`src/ppid_cfg.svh`:
```
// register offsets, field positions and reset values of the pin interrupt block
// assumes a 32-bit apb slave with word-aligned registers
`ifndef PPID_CFG_SVH
`define PPID_CFG_SVH

`define PPID_OFF_SC_A      12'h000
`define PPID_OFF_PS_A      12'h004
`define PPID_OFF_ES_A      12'h008
`define PPID_OFF_SC_B      12'h00C
`define PPID_OFF_PS_B      12'h010
`define PPID_OFF_ES_B      12'h014
`define PPID_OFF_ISTAT     12'h018
`define PPID_OFF_IEN       12'h01C
`define PPID_OFF_ICLR      12'h020

`define PPID_SC_MODE_BIT   0
`define PPID_SC_IE_BIT     1
`define PPID_SC_ACK_BIT    2
`define PPID_SC_FLAG_BIT   3

`define PPID_ES_RESET      4'h0
`define PPID_PS_RESET      4'h0

`endif

```
`src/ppid_pkg.sv`:
```
// types shared by the pin interrupt block
// assumes nothing beyond the config header
package ppid_pkg;
    typedef struct packed {
        logic [3:0] pin_en;
        logic [3:0] polarity;
        logic       mode_lvl;
        logic       irq_en;
    } ppid_port_cfg_t;

    typedef struct packed {
        logic        psel;
        logic        penable;
        logic        pwrite;
        logic [11:0] paddr;
        logic [31:0] pwdata;
    } ppid_apb_req_t;
endpackage

```
`src/ppid_top.sv`:
```
// pin interrupt detection for two four-pin port groups behind an apb slave
// assumes pins already synchronous to core_clk; one clock, asynchronous reset
// Functional notes
// - low four pins of both ports act as external interrupt inputs
// - enabled pin interrupt acts as wake-up from wait and retained stop
// - per-pin enable bit; only enabled pins are detected
// - mode bit per port picks edge-only or edge-and-level detection
// - per-pin polarity: falling/low versus rising/high
// - edges detected on bus clock, only after deasserted level seen
// - falling edge: sampled high, then low next cycle
// - rising edge: sampled low, then high next cycle
// - edge-only mode: valid edge on enabled pin sets port flag
// - flag and port interrupt enable raise the processor request
// - writing one to clear bit clears flag in edge-only mode
// - edge-and-level mode: edge or asserted level sets the flag
// - level mode clear works only when all enabled pins deasserted
// - in level mode, flag stays set if an enabled pin is asserted at clear
`timescale 1ns/1ns
`include "ppid_cfg.svh"
`default_nettype none

module ppid_top #(
    parameter int NPORT = 2,
    parameter int NPIN  = 4
) (
    input  wire logic              core_clk,
    input  wire logic              arst_n,
    input  wire logic              psel,
    input  wire logic              penable,
    input  wire logic              pwrite,
    input  wire logic [11:0]       paddr,
    input  wire logic [31:0]       pwdata,
    output logic      [31:0]       prdata,
    output logic                   pready,
    output logic                   pslverr,
    input  wire logic [NPIN-1:0]   pin_a,
    input  wire logic [NPIN-1:0]   pin_b,
    output logic      [NPORT-1:0]  port_irq_req,
    output logic                   wake_req,
    output logic                   irq
);
    logic                   rst_s1_r;
    logic                   rst_n_r;
    ppid_pkg::ppid_apb_req_t req;
    ppid_pkg::ppid_port_cfg_t cfg_r [NPORT];
    logic [NPIN-1:0]        pin_now   [NPORT];
    logic [NPIN-1:0]        prev_r    [NPORT];
    logic [NPIN-1:0]        armed_r   [NPORT];
    logic [NPIN-1:0]        asserted  [NPORT];
    logic [NPORT-1:0]       edge_hit;
    logic [NPORT-1:0]       lvl_hit;
    logic [NPORT-1:0]       set_ev;
    logic [NPORT-1:0]       ack_wr;
    logic [NPORT-1:0]       clr_ok;
    logic [NPORT-1:0]       flag_r;
    logic [NPORT-1:0]       ev_stat_r;
    logic [NPORT-1:0]       ev_en_r;
    logic [NPORT-1:0]       ev_clr;
    logic                   wr_acc;
    logic                   addr_ok;
    logic [31:0]            rdata_nxt;

    // reset release through two flops
    always_ff @(posedge core_clk or negedge arst_n) begin
        if (!arst_n) begin
            rst_s1_r <= 1'b0;
            rst_n_r  <= 1'b0;
        end else begin
            rst_s1_r <= 1'b1;
            rst_n_r  <= rst_s1_r;
        end
    end

    assign req     = '{psel, penable, pwrite, paddr, pwdata};
    assign pready  = 1'b1;
    assign wr_acc  = req.psel && req.penable && req.pwrite;
    assign pin_now[0] = pin_a;
    assign pin_now[1] = pin_b;

    // per-port detection
    always_comb begin
        for (int p = 0; p < NPORT; p++) begin
            // polarity bit 1 means rising/high
            asserted[p] = ~(pin_now[p] ^ cfg_r[p].polarity) & cfg_r[p].pin_en;
            // armed only once the deasserted level has been seen
            edge_hit[p] = |(asserted[p] & armed_r[p]
                           & (prev_r[p] ^ pin_now[p]));
            lvl_hit[p]  = cfg_r[p].mode_lvl && (|asserted[p]);
            set_ev[p]   = edge_hit[p] || lvl_hit[p];
            clr_ok[p]   = !cfg_r[p].mode_lvl || !(|asserted[p]);
        end
    end

    always_ff @(posedge core_clk or negedge rst_n_r) begin
        if (!rst_n_r) begin
            for (int p = 0; p < NPORT; p++) begin
                prev_r[p]  <= '0;
                armed_r[p] <= '0;
            end
        end else begin
            for (int p = 0; p < NPORT; p++) begin
                prev_r[p]  <= pin_now[p];
                // arm where enabled and deasserted, disarm when disabled
                armed_r[p] <= cfg_r[p].pin_en & (armed_r[p] | ~asserted[p]);
            end
        end
    end

    // port flag: set wins over acknowledge
    always_ff @(posedge core_clk or negedge rst_n_r) begin
        if (!rst_n_r) begin
            flag_r <= '0;
        end else begin
            for (int p = 0; p < NPORT; p++) begin
                if (set_ev[p]) begin
                    flag_r[p] <= 1'b1;
                end else if (ack_wr[p] && clr_ok[p]) begin
                    flag_r[p] <= 1'b0;
                end
            end
        end
    end

    for (genvar p = 0; p < NPORT; p++) begin : g_req
        assign port_irq_req[p] = flag_r[p] && cfg_r[p].irq_en;
    end
    // flag is live without a clock gate, so it doubles as wake-up
    assign wake_req = |flag_r;

    // summary status of port events, sticky, for a unified interrupt line
    always_ff @(posedge core_clk or negedge rst_n_r) begin
        if (!rst_n_r) begin
            ev_stat_r <= '0;
        end else begin
            ev_stat_r <= set_ev | (ev_stat_r & ~ev_clr);
        end
    end
    assign irq = |(ev_stat_r & ev_en_r);

    // write decode
    always_comb begin
        ack_wr = '0;
        ev_clr = '0;
        if (wr_acc && req.paddr == `PPID_OFF_SC_A) begin
            ack_wr[0] = req.pwdata[`PPID_SC_ACK_BIT];
        end else if (wr_acc && req.paddr == `PPID_OFF_SC_B) begin
            ack_wr[1] = req.pwdata[`PPID_SC_ACK_BIT];
        end else if (wr_acc && req.paddr == `PPID_OFF_ICLR) begin
            ev_clr = req.pwdata[NPORT-1:0];
        end
    end

    always_ff @(posedge core_clk or negedge rst_n_r) begin
        if (!rst_n_r) begin
            for (int p = 0; p < NPORT; p++) begin
                cfg_r[p].pin_en   <= `PPID_PS_RESET;
                cfg_r[p].polarity <= `PPID_ES_RESET;
                cfg_r[p].mode_lvl <= 1'b0;
                cfg_r[p].irq_en   <= 1'b0;
            end
            ev_en_r <= '0;
        end else if (wr_acc) begin
            if (req.paddr == `PPID_OFF_SC_A) begin
                cfg_r[0].mode_lvl <= req.pwdata[`PPID_SC_MODE_BIT];
                cfg_r[0].irq_en   <= req.pwdata[`PPID_SC_IE_BIT];
            end else if (req.paddr == `PPID_OFF_PS_A) begin
                cfg_r[0].pin_en   <= req.pwdata[NPIN-1:0];
            end else if (req.paddr == `PPID_OFF_ES_A) begin
                cfg_r[0].polarity <= req.pwdata[NPIN-1:0];
            end else if (req.paddr == `PPID_OFF_SC_B) begin
                cfg_r[1].mode_lvl <= req.pwdata[`PPID_SC_MODE_BIT];
                cfg_r[1].irq_en   <= req.pwdata[`PPID_SC_IE_BIT];
            end else if (req.paddr == `PPID_OFF_PS_B) begin
                cfg_r[1].pin_en   <= req.pwdata[NPIN-1:0];
            end else if (req.paddr == `PPID_OFF_ES_B) begin
                cfg_r[1].polarity <= req.pwdata[NPIN-1:0];
            end else if (req.paddr == `PPID_OFF_IEN) begin
                ev_en_r <= req.pwdata[NPORT-1:0];
            end
        end
    end

    // read decode; ack bit always reads zero
    always_comb begin
        rdata_nxt = 32'h0000_0000;
        addr_ok   = 1'b1;
        if (req.paddr == `PPID_OFF_SC_A) begin
            rdata_nxt[`PPID_SC_MODE_BIT] = cfg_r[0].mode_lvl;
            rdata_nxt[`PPID_SC_IE_BIT]   = cfg_r[0].irq_en;
            rdata_nxt[`PPID_SC_FLAG_BIT] = flag_r[0];
        end else if (req.paddr == `PPID_OFF_PS_A) begin
            rdata_nxt[NPIN-1:0] = cfg_r[0].pin_en;
        end else if (req.paddr == `PPID_OFF_ES_A) begin
            rdata_nxt[NPIN-1:0] = cfg_r[0].polarity;
        end else if (req.paddr == `PPID_OFF_SC_B) begin
            rdata_nxt[`PPID_SC_MODE_BIT] = cfg_r[1].mode_lvl;
            rdata_nxt[`PPID_SC_IE_BIT]   = cfg_r[1].irq_en;
            rdata_nxt[`PPID_SC_FLAG_BIT] = flag_r[1];
        end else if (req.paddr == `PPID_OFF_PS_B) begin
            rdata_nxt[NPIN-1:0] = cfg_r[1].pin_en;
        end else if (req.paddr == `PPID_OFF_ES_B) begin
            rdata_nxt[NPIN-1:0] = cfg_r[1].polarity;
        end else if (req.paddr == `PPID_OFF_ISTAT) begin
            rdata_nxt[NPORT-1:0] = ev_stat_r;
        end else if (req.paddr == `PPID_OFF_IEN) begin
            rdata_nxt[NPORT-1:0] = ev_en_r;
        end else if (req.paddr == `PPID_OFF_ICLR) begin
            rdata_nxt = 32'h0000_0000;
        end else begin
            addr_ok = 1'b0;
        end
    end

    // read data registered in setup so it is stable in the access phase
    always_ff @(posedge core_clk or negedge rst_n_r) begin
        if (!rst_n_r) begin
            prdata <= 32'h0000_0000;
        end else if (req.psel && !req.penable) begin
            prdata <= rdata_nxt;
        end
    end
    assign pslverr = req.psel && req.penable && !addr_ok;

    // assertions
    property p_edge_sets_flag;
        @(posedge core_clk) disable iff (!rst_n_r)
        edge_hit[0] |=> flag_r[0];
    endproperty
    a_edge_sets_flag: assert property (p_edge_sets_flag) else $error("edge did not set flag");

    property p_fall_edge;
        @(posedge core_clk) disable iff (!rst_n_r)
        (cfg_r[0].pin_en[0] && !cfg_r[0].polarity[0] && !cfg_r[0].mode_lvl
         && armed_r[0][0] && $past(pin_a[0]) && !pin_a[0] && prev_r[0][0] == $past(pin_a[0]))
        |-> edge_hit[0];
    endproperty
    a_fall_edge: assert property (p_fall_edge) else $error("falling edge missed");

    property p_rise_edge;
        @(posedge core_clk) disable iff (!rst_n_r)
        (cfg_r[1].pin_en[0] && cfg_r[1].polarity[0] && armed_r[1][0]
         && !prev_r[1][0] && pin_b[0]) |-> edge_hit[1];
    endproperty
    a_rise_edge: assert property (p_rise_edge) else $error("rising edge missed");

    property p_disabled_pin;
        @(posedge core_clk) disable iff (!rst_n_r)
        (cfg_r[0].pin_en == 4'h0) |-> !set_ev[0];
    endproperty
    a_disabled_pin: assert property (p_disabled_pin) else $error("disabled pins raised event");

    property p_irq_req;
        @(posedge core_clk) disable iff (!rst_n_r)
        (set_ev[1] && cfg_r[1].irq_en && !wr_acc) |=> port_irq_req[1];
    endproperty
    a_irq_req: assert property (p_irq_req) else $error("port request mismatch");

    property p_edge_clear;
        @(posedge core_clk) disable iff (!rst_n_r)
        (ack_wr[0] && !cfg_r[0].mode_lvl && !set_ev[0]) |=> !flag_r[0];
    endproperty
    a_edge_clear: assert property (p_edge_clear) else $error("acknowledge failed to clear");

    property p_level_hold;
        @(posedge core_clk) disable iff (!rst_n_r)
        (flag_r[1] && cfg_r[1].mode_lvl && (|asserted[1])) |=> flag_r[1];
    endproperty
    a_level_hold: assert property (p_level_hold) else $error("flag cleared while level held");

    property p_level_sets;
        @(posedge core_clk) disable iff (!rst_n_r)
        (cfg_r[0].mode_lvl && (|asserted[0])) |=> flag_r[0];
    endproperty
    a_level_sets: assert property (p_level_sets) else $error("level did not set flag");

    property p_zero_ack;
        @(posedge core_clk) disable iff (!rst_n_r)
        (flag_r[0] && !ack_wr[0]) |=> flag_r[0];
    endproperty
    a_zero_ack: assert property (p_zero_ack) else $error("flag lost without acknowledge");

    property p_disarm;
        @(posedge core_clk) disable iff (!rst_n_r)
        (cfg_r[0].pin_en == '0) |=> (armed_r[0] == '0);
    endproperty
    a_disarm: assert property (p_disarm) else $error("disabled pin stayed armed");

    property p_level_clear;
        @(posedge core_clk) disable iff (!rst_n_r)
        (ack_wr[0] && cfg_r[0].mode_lvl && !(|asserted[0])) |=> !flag_r[0];
    endproperty
    a_level_clear: assert property (p_level_clear) else $error("level clear refused");

    property p_edge_only;
        @(posedge core_clk) disable iff (!rst_n_r)
        (!cfg_r[0].mode_lvl && !edge_hit[0]) |-> !set_ev[0];
    endproperty
    a_edge_only: assert property (p_edge_only) else $error("level seen in edge mode");

    property p_wake;
        @(posedge core_clk) disable iff (!rst_n_r)
        set_ev[1] |=> wake_req;
    endproperty
    a_wake: assert property (p_wake) else $error("event gave no wake-up");

    property p_no_spurious;
        @(posedge core_clk) disable iff (!rst_n_r)
        (!flag_r[1] && !set_ev[1]) |=> !flag_r[1];
    endproperty
    a_no_spurious: assert property (p_no_spurious) else $error("flag set with no event");

    property p_ack_zero;
        @(posedge core_clk) disable iff (!rst_n_r)
        (req.psel && !req.penable && req.paddr == `PPID_OFF_SC_A) |=> !prdata[`PPID_SC_ACK_BIT];
    endproperty
    a_ack_zero: assert property (p_ack_zero) else $error("clear bit read as one");

    property p_stat_sticky;
        @(posedge core_clk) disable iff (!rst_n_r)
        (ev_stat_r[0] && !ev_clr[0]) |=> ev_stat_r[0];
    endproperty
    a_stat_sticky: assert property (p_stat_sticky) else $error("status bit lost");

    property p_stat_clear;
        @(posedge core_clk) disable iff (!rst_n_r)
        (ev_clr[1] && !set_ev[1]) |=> !ev_stat_r[1];
    endproperty
    a_stat_clear: assert property (p_stat_clear) else $error("status bit not cleared");

    property p_unmapped;
        @(posedge core_clk) disable iff (!rst_n_r)
        (req.psel && req.penable && req.paddr > `PPID_OFF_ICLR) |-> pslverr;
    endproperty
    a_unmapped: assert property (p_unmapped) else $error("unmapped access not refused");

    c_edge_flag: cover property (@(posedge core_clk) disable iff (!rst_n_r)
        edge_hit[0] ##1 flag_r[0]);
    c_level_block: cover property (@(posedge core_clk) disable iff (!rst_n_r)
        ack_wr[1] && !clr_ok[1]);
    c_irq: cover property (@(posedge core_clk) disable iff (!rst_n_r) irq);
    c_rise_edge: cover property (@(posedge core_clk) disable iff (!rst_n_r)
        edge_hit[1] ##1 port_irq_req[1]);
    c_level_clear: cover property (@(posedge core_clk) disable iff (!rst_n_r)
        ack_wr[0] && clr_ok[0] && cfg_r[0].mode_lvl);
endmodule // ppid_top

`default_nettype wire

```
`config.mk`:
```
export PLATFORM = sky130hd
export DESIGN_NAME = ppid_top
export DESIGN_NICKNAME = d
export VERILOG_FILES = /design/src/ppid_pkg.sv /design/src/ppid_top.sv
export VERILOG_INCLUDE_DIRS = /design/src
export SDC_FILE = /design/constraint.sdc
export NUM_CORES = 1
export LEC_CHECK = 0
export BUFFER_PORTS_ARGS = -buffer_cell sky130_fd_sc_hd__buf_4
export CAP_MARGIN = 40
export CELL_PAD_IN_SITES_DETAIL_PLACEMENT = 0
export CELL_PAD_IN_SITES_GLOBAL_PLACEMENT = 1
export CORE_MARGIN = 2
export CORE_UTILIZATION = 34
export CTS_BUF_LIST = sky130_fd_sc_hd__clkbuf_16
export CTS_CLUSTER_DIAMETER = 50
export DETAILED_ROUTE_END_ITERATION = 12
export MAX_ROUTING_LAYER = met4
export PLACE_DENSITY = 0.86
export SKIP_LAST_GASP = 1
export SLEW_MARGIN = 10
export SYNTH_ARGS = -nofsm -noshare
export SYNTH_HDL_FRONTEND = slang
export SYNTH_SLANG_ARGS = --single-unit
```
`constraint.sdc`:
```
create_clock -name core_clk -period 1.4 [get_ports core_clk]
set_input_delay 0.14 -clock core_clk [delete_from_list [all_inputs] [get_ports core_clk]]
set_output_delay 0.14 -clock core_clk [all_outputs]
set_load 0.01 [all_outputs]
```
; Yosys cells after proc, flatten, opt, wreduce, memory -nomap -nowiden
; Index checks and enable logic that the tools add are counted.
[word_totals]
ff_bits = 76
in_bits = 57
output_inout_bits = 38
word_cells = 141
[op_classes]
n_eq_ne = 8
n_mux = 47
n_bitwise = 28
n_reduce_logical = 39
[ops]
columns = operator, n
row1 = 32-bit 2-to-1 mux, 8
row2 = 28-bit 2-to-1 mux, 6
row3 = 30-bit 2-to-1 mux, 2
row4 = "12-bit by 5-bit == test with 1-bit output, second input constant", 4
row5 = 4-bit bitwise AND, 8
row6 = "12-bit by 4-bit == test with 1-bit output, second input constant", 2
row7 = 1-bit 2-to-1 mux, 20
row8 = 4-bit 2-to-1 mux, 4
row9 = 4-bit inverter, 4
row10 = 4-bit OR reduction, 4
row11 = 4-bit XOR, 4
row12 = 2-bit 2-to-1 mux, 7
row13 = 1-bit logical AND, 13
row14 = "12-bit by 3-bit == test with 1-bit output, second input constant", 1
row15 = "12-bit by 6-bit == test with 1-bit output, second input constant", 1
row16 = 12-bit zero test, 1
row17 = 4-bit bitwise OR, 2
row18 = 8-bit AND reduction, 1
row19 = 7-bit AND reduction, 1
row20 = 1-bit zero test, 6
row21 = 1-bit inverter, 6
row22 = 6-bit AND reduction, 1
row23 = 5-bit AND reduction, 1
row24 = 2-bit bitwise AND, 2
row25 = 8 further kinds, 13

; Logic depth before layout (Yosys ltp)
[depth]
word_depth = 17
mapped_depth = 6
mapped_depth_nobuf = 4

; Least setup slack after synthesis
; Ideal clock, no wire load.
[synth_path]
path_kind = input -> register
startpoint = input port paddr[2]
endpoint = register cfg_r[8] in the netlist's numbering
setup_ns = 0.128
arrival_ns = 1.418
t_required_ns = 1.272
setup_slack_ns = -0.146
stages = 5
path_buffers = 1
path_cell_list = clkbuf_1 > nor4_1 > nand3_1 > nor2_2 > mux2_1
[synth_via]
elab_chain_cells = 3
word_cells_on_any_way = 10
cone_classes = 4 x eq/ne / 4 x bitwise / 2 x reduce/logical
[synth_rtl]
columns = element, line
row1 = from (decl), ppid_top.sv:31  ; input wire logic [11:0] paddr,
row2 = "12-bit by 4-bit == test with 1-bit output (no source line), or another cell as far along", --
row3 = 1-bit inverter (no source line), --
row4 = 6-bit AND reduction (no source line) *, --
row5 = to (decl), ppid_top.sv:45  ; ppid_pkg::ppid_port_cfg_t cfg_r [NPORT];
; Every way passes the cells marked *; elsewhere a longest branch is shown, timed or not.
; A chain may end at the register's enable or synchronous reset.

; Worst setup path after layout
[layout_path]
startpoint = register cfg_r[12] in the netlist's numbering
endpoint = register ev_stat_r[0]
[layout_via]
elab_chain_cells = 8
word_cells_on_any_way = 10
cone_classes = 6 x bitwise / 4 x reduce/logical
[layout_rtl]
columns = element, line
row1 = 4-bit XOR *, ppid_top.sv:84  ; asserted[p] = ~(pin_now[p] ^ cfg_r[p].polarity) & cfg_r[p].pin_en;
row2 = 4-bit inverter *, ppid_top.sv:84
row3 = 4-bit bitwise AND *, ppid_top.sv:84
row4 = 4-bit bitwise AND, ppid_top.sv:86  ; edge_hit[p] = |(asserted[p] & armed_r[p]
row5 = 4-bit bitwise AND, ppid_top.sv:87  ; & (prev_r[p] ^ pin_now[p]));
row6 = 4-bit OR reduction, ppid_top.sv:86
row7 = 1-bit logical OR *, ppid_top.sv:89  ; set_ev[p] = edge_hit[p] || lvl_hit[p];
row8 = 2-bit bitwise OR *, ppid_top.sv:135  ; ev_stat_r <= set_ev | (ev_stat_r & ~ev_clr);
row9 = to (signal assigned), ppid_top.sv:135
row10 = to (decl), ppid_top.sv:56  ; logic [NPORT-1:0] ev_stat_r;
; Marks and branches as above.

==> key figures <==
Floorplanning
  – Site Rows: 32
  – Core box area: 7690 um^2
  – Die area: roughly 8600 um^2
  – Die Width: approximately 93 um
  – Initial Util: 0.349
  – IO Pins: 95
  – Die H: between 90 and 100 um

Setup path
  – Data arrival time of the worst path: around 1.7 ns
  – Slowest-stage cell, CP: dfrtp_2
  – CP cell instances: xnor2_2 > a211o_1 > a222oi_1 > buf_4 > nand3_1
  – Setup CP Type: register to register
  – Slowest stage delay, CP: 0.44 ns
  – CP required: approximately 1.6 ns
  – Crit end category: register
  – Critical Path Fanout Max: 4
  – Crit path launch type: register

Logic synthesis
  – Main combinational cell family by area after synthesis: simple AND/OR/NAND/NOR gates
  – Largest area contributor in the netlist: dfrtp_1
  – Adder-cell share of the synthesized area: 0
  – Post-synthesis cell count: 248
  – Synthesized area: 2680 um^2
  – Count of different cell masters after synthesis: between 40 and 50
  – Number of synthesized flops with an enable pin: 0
  – Synth top area cells: dfrtp_1 (45%), buf_4 (8.1%), mux2_1 (5.5%)
  – Seq/Total Area, Yosys: 0.448
  – Multiplexer share of the synthesized area: 0.136
  – Synth Area in XOR/XNOR: 0.0261
  – Most used DFF post-synth: dfrtp_1
  – Share of the synthesized area in the top cell type: 0.448
  – Compound-gate portion of the synthesized area: 0.101
  – Post-synthesis simple-gate area fraction: 0.180
  – Syn. warnings: 0
  – Seq cells post-synth: 48
  – Async SR Flop Fraction: 1.00
  – Avg Inst Size Synth: 10.8 um^2

GRT
  – Initial antenna violation count: 0
  – First-pass GRT wire length: between 10000 and 15000 um
  – Grt total ovfl: 0
  – Largest net degree at the start of global routing: 47
  – Number of global-route vias before repair: ~2100
  – GRT Util Overall: 0.160

Final layout
  – Post-Route Utilization: 0.459
  – Final Instance Area: between 3000 and 4000 um^2
  – Layout area overhead: 31.6%
  – Most frequent cells in the layout: buf_4 (63), dfrtp_1 (46), conb_1 (30), nor2_1 (16), nand2_1 (13)
  – Commonest non-fill, non-tap cell in the layout: buf_4
  – Antenna cells: 0
  – Share of cells above drive strength 1: 0.338
  – Filler cells: roughly 710
  – Nets: 382

Clocking
  – Clk sinks: 48
  – CTS tree: yes
  – Clock Tree Buf Depth: 2
  – Worst-Skew Late Latency: 0.28 ns
  – CTS root buf: clkbuf_16
  – Clock buffer count from CTS: 5
  – Htree depth: 2
  – Clk pin slew, worst setup/hold paths: around 0.060 ns

Timing
  – Fin crit period: ~1.5 ns
  – Final worst slack: -0.146 ns
  – Endpoints failing hold: 0
  – RSZ-0062 raised after global routing: yes
  – Skew final: between 0.002 and 0.0025 ns
  – Max Slew Vio Count: 0
  – Fin crit share: 1.10
  – Max Freq: between 0.6 and 0.7 GHz
  – Final Setup Violations: 5

Pwr
  – Maximum vdd ir drop: around 0.00041 V
  – P per Cell Area: 819 nW/um^2
  – Sequential cell fraction of total power: 0.492
  – Combinational share of power: 0.123
  – Switching share of total power: 0.235
  – Clock group share of total power: 0.385
  – Leak: 1.66 nW
  – Psw: about 680 uW
  – Internal power: 2.21 mW

Min path
  – Hold Path Class: primary input to register

Routing
  – Routed wire length: around 6600 um
  – Detail Route Antenna Nets: 0
  – Routed WL per cell: between 15 and 20 um
  – First-pass detailed-route iteration total: 4
  – DRT iter0 DRCs: about 170
  – Residual DRC count: 0
  – Via-per-instance ratio: ~5
  – Vias: around 2100

Outcome
  – Outcome: finished with violations
  – Failing checks: setup timing

Placed design
  – RD Place Congestion: 0.863
  – IO buf count: 37
  – Post-Place Setup Slack: -0.301 ns
  – Dpl hpwl: approximately 4900 um
  – Post-DP Area: about 3200 um^2

Flow run
  – Max_cap viols: 0
-- logic make-up (layout without fill, tap and decap cells) --
group | after synthesis | after routing
DFF | 48 | 48
muxes | 30 | 30
AOI/OAI and AO/OA | 39 | 39
buffers and inverters | 46 | 95
and+or+nand+nor | 75 | 75
xor gates and xnor gates | 8 | 8
other | 2 | 30
-- what timing repair did --
action | in CTS | in global routing
pin swaps | 5 | 8
buffers inserted | 0 | 5
setup endpoints to repair | 7 | 11
hold endpoints to repair | 10 | 0
resized for setup | 2 | 17
hold buffers | 9 | 0
gates cloned | 0 | 0
-- worst paths after layout --
check | start | to | slack (ns) | cells past startpoint
max reg2reg | cfg_r[12] | ev_stat_r[0] | -0.15 | 5
min in group asynchronous | arst_n | rst_n_r | 0.17 | 2
max in group asynchronous | rst_n_r | prev_r[0] | 0.94 | 1
max | cfg_r[12] | ev_stat_r[0] | -0.15 | 5
min reg2reg | rst_n_r | prev_r[5] | 0.24 | 1
min | pwdata[3] | cfg_r[9] | 0.14 | 2
-- cells in the mapped netlist, drive strengths merged, types with 3 or more instances --
master,instances
a21boi,4
a21oi,6
a31oi,5
and2,4
buf,31
clkbuf,3
dfrtp,48
inv,12
mux2,20
mux2i,8
nand2,14
nand2b,5
nand3,4
nand3b,5
nand4,3
nor2,18
nor4,6
o22ai,6
o31ai,6
or3b,3
xnor2,4
xor2,4
-- state kept, by name, indices dropped and copies added, names as in the netlist --
name,count
ev_en_r,2
rst_n_r,1
flag_r,2
prev_r,8
cfg_r,20
ev_stat_r,2
armed_r,8
rst_s1_r,1
prdata,4
-- critical path: cells and delay by family, from the launching register on --
family | cells | cell delay, ns
AO/OA/AOI/OAI | 2 | 0.57
flip-flops | 1 | 0.44
buffers and inverters | 1 | 0.18
XOR/XNOR | 1 | 0.15
AND/OR/NAND/NOR | 1 | 0.07
-- power by group through the flow --
stage,combinational [mW],clock (mW),sequential [mW]
6_report,0.355,1.11,1.42
5_1_grt,0.387,1.20,1.42
4_1_cts,0.337,1.14,1.42
3_5_place_dp,0.315,0,1.45
3_3_place_gp,0.310,0,1.45
2_1_floorplan,0.190,0,1.47
-- metal layers --
metal / routed length [um] / part of all wire / GRT usage / up-vias
li1: - / - / - / 978
met1: 2910 / 0.44 / 0.204 / 1016
met2: 3260 / 0.50 / 0.257 / 71
met3: 295 / 0.045 / 0.0269 / 8
met4: 102 / 0.016 / 0.0613 / 0
met5: 0 / 0 / - / -
-- layout make-up --
type,count,area [um^2],area share
clock inverter,2,7.51,0.00213
timing repair buffer,76,626,0.177
clock buffer,5,125,0.0355
multi-input combinational,182,1390,0.395
tap,102,128,0.0362
inverter,12,45.0,0.0128
sequential,48,1200,0.341
-- per-stage QoR --
stage | hold slack [ns] | setup TNS [ns] | std cells | power, mW
after floorplan | -0.156 | -1.38 | 276 | 1.66
after global placement | -0.0779 | -5.62 | 407 | 1.76
after detailed placement | -0.0768 | -6.02 | 407 | 1.76
after CTS | 0.137 | -0.336 | 423 | 2.90
after global routing | 0.138 | -0.659 | 427 | 3.01
final | 0.140 | -0.317 | 427 | 2.89
Power figures use the tool's default switching activity.
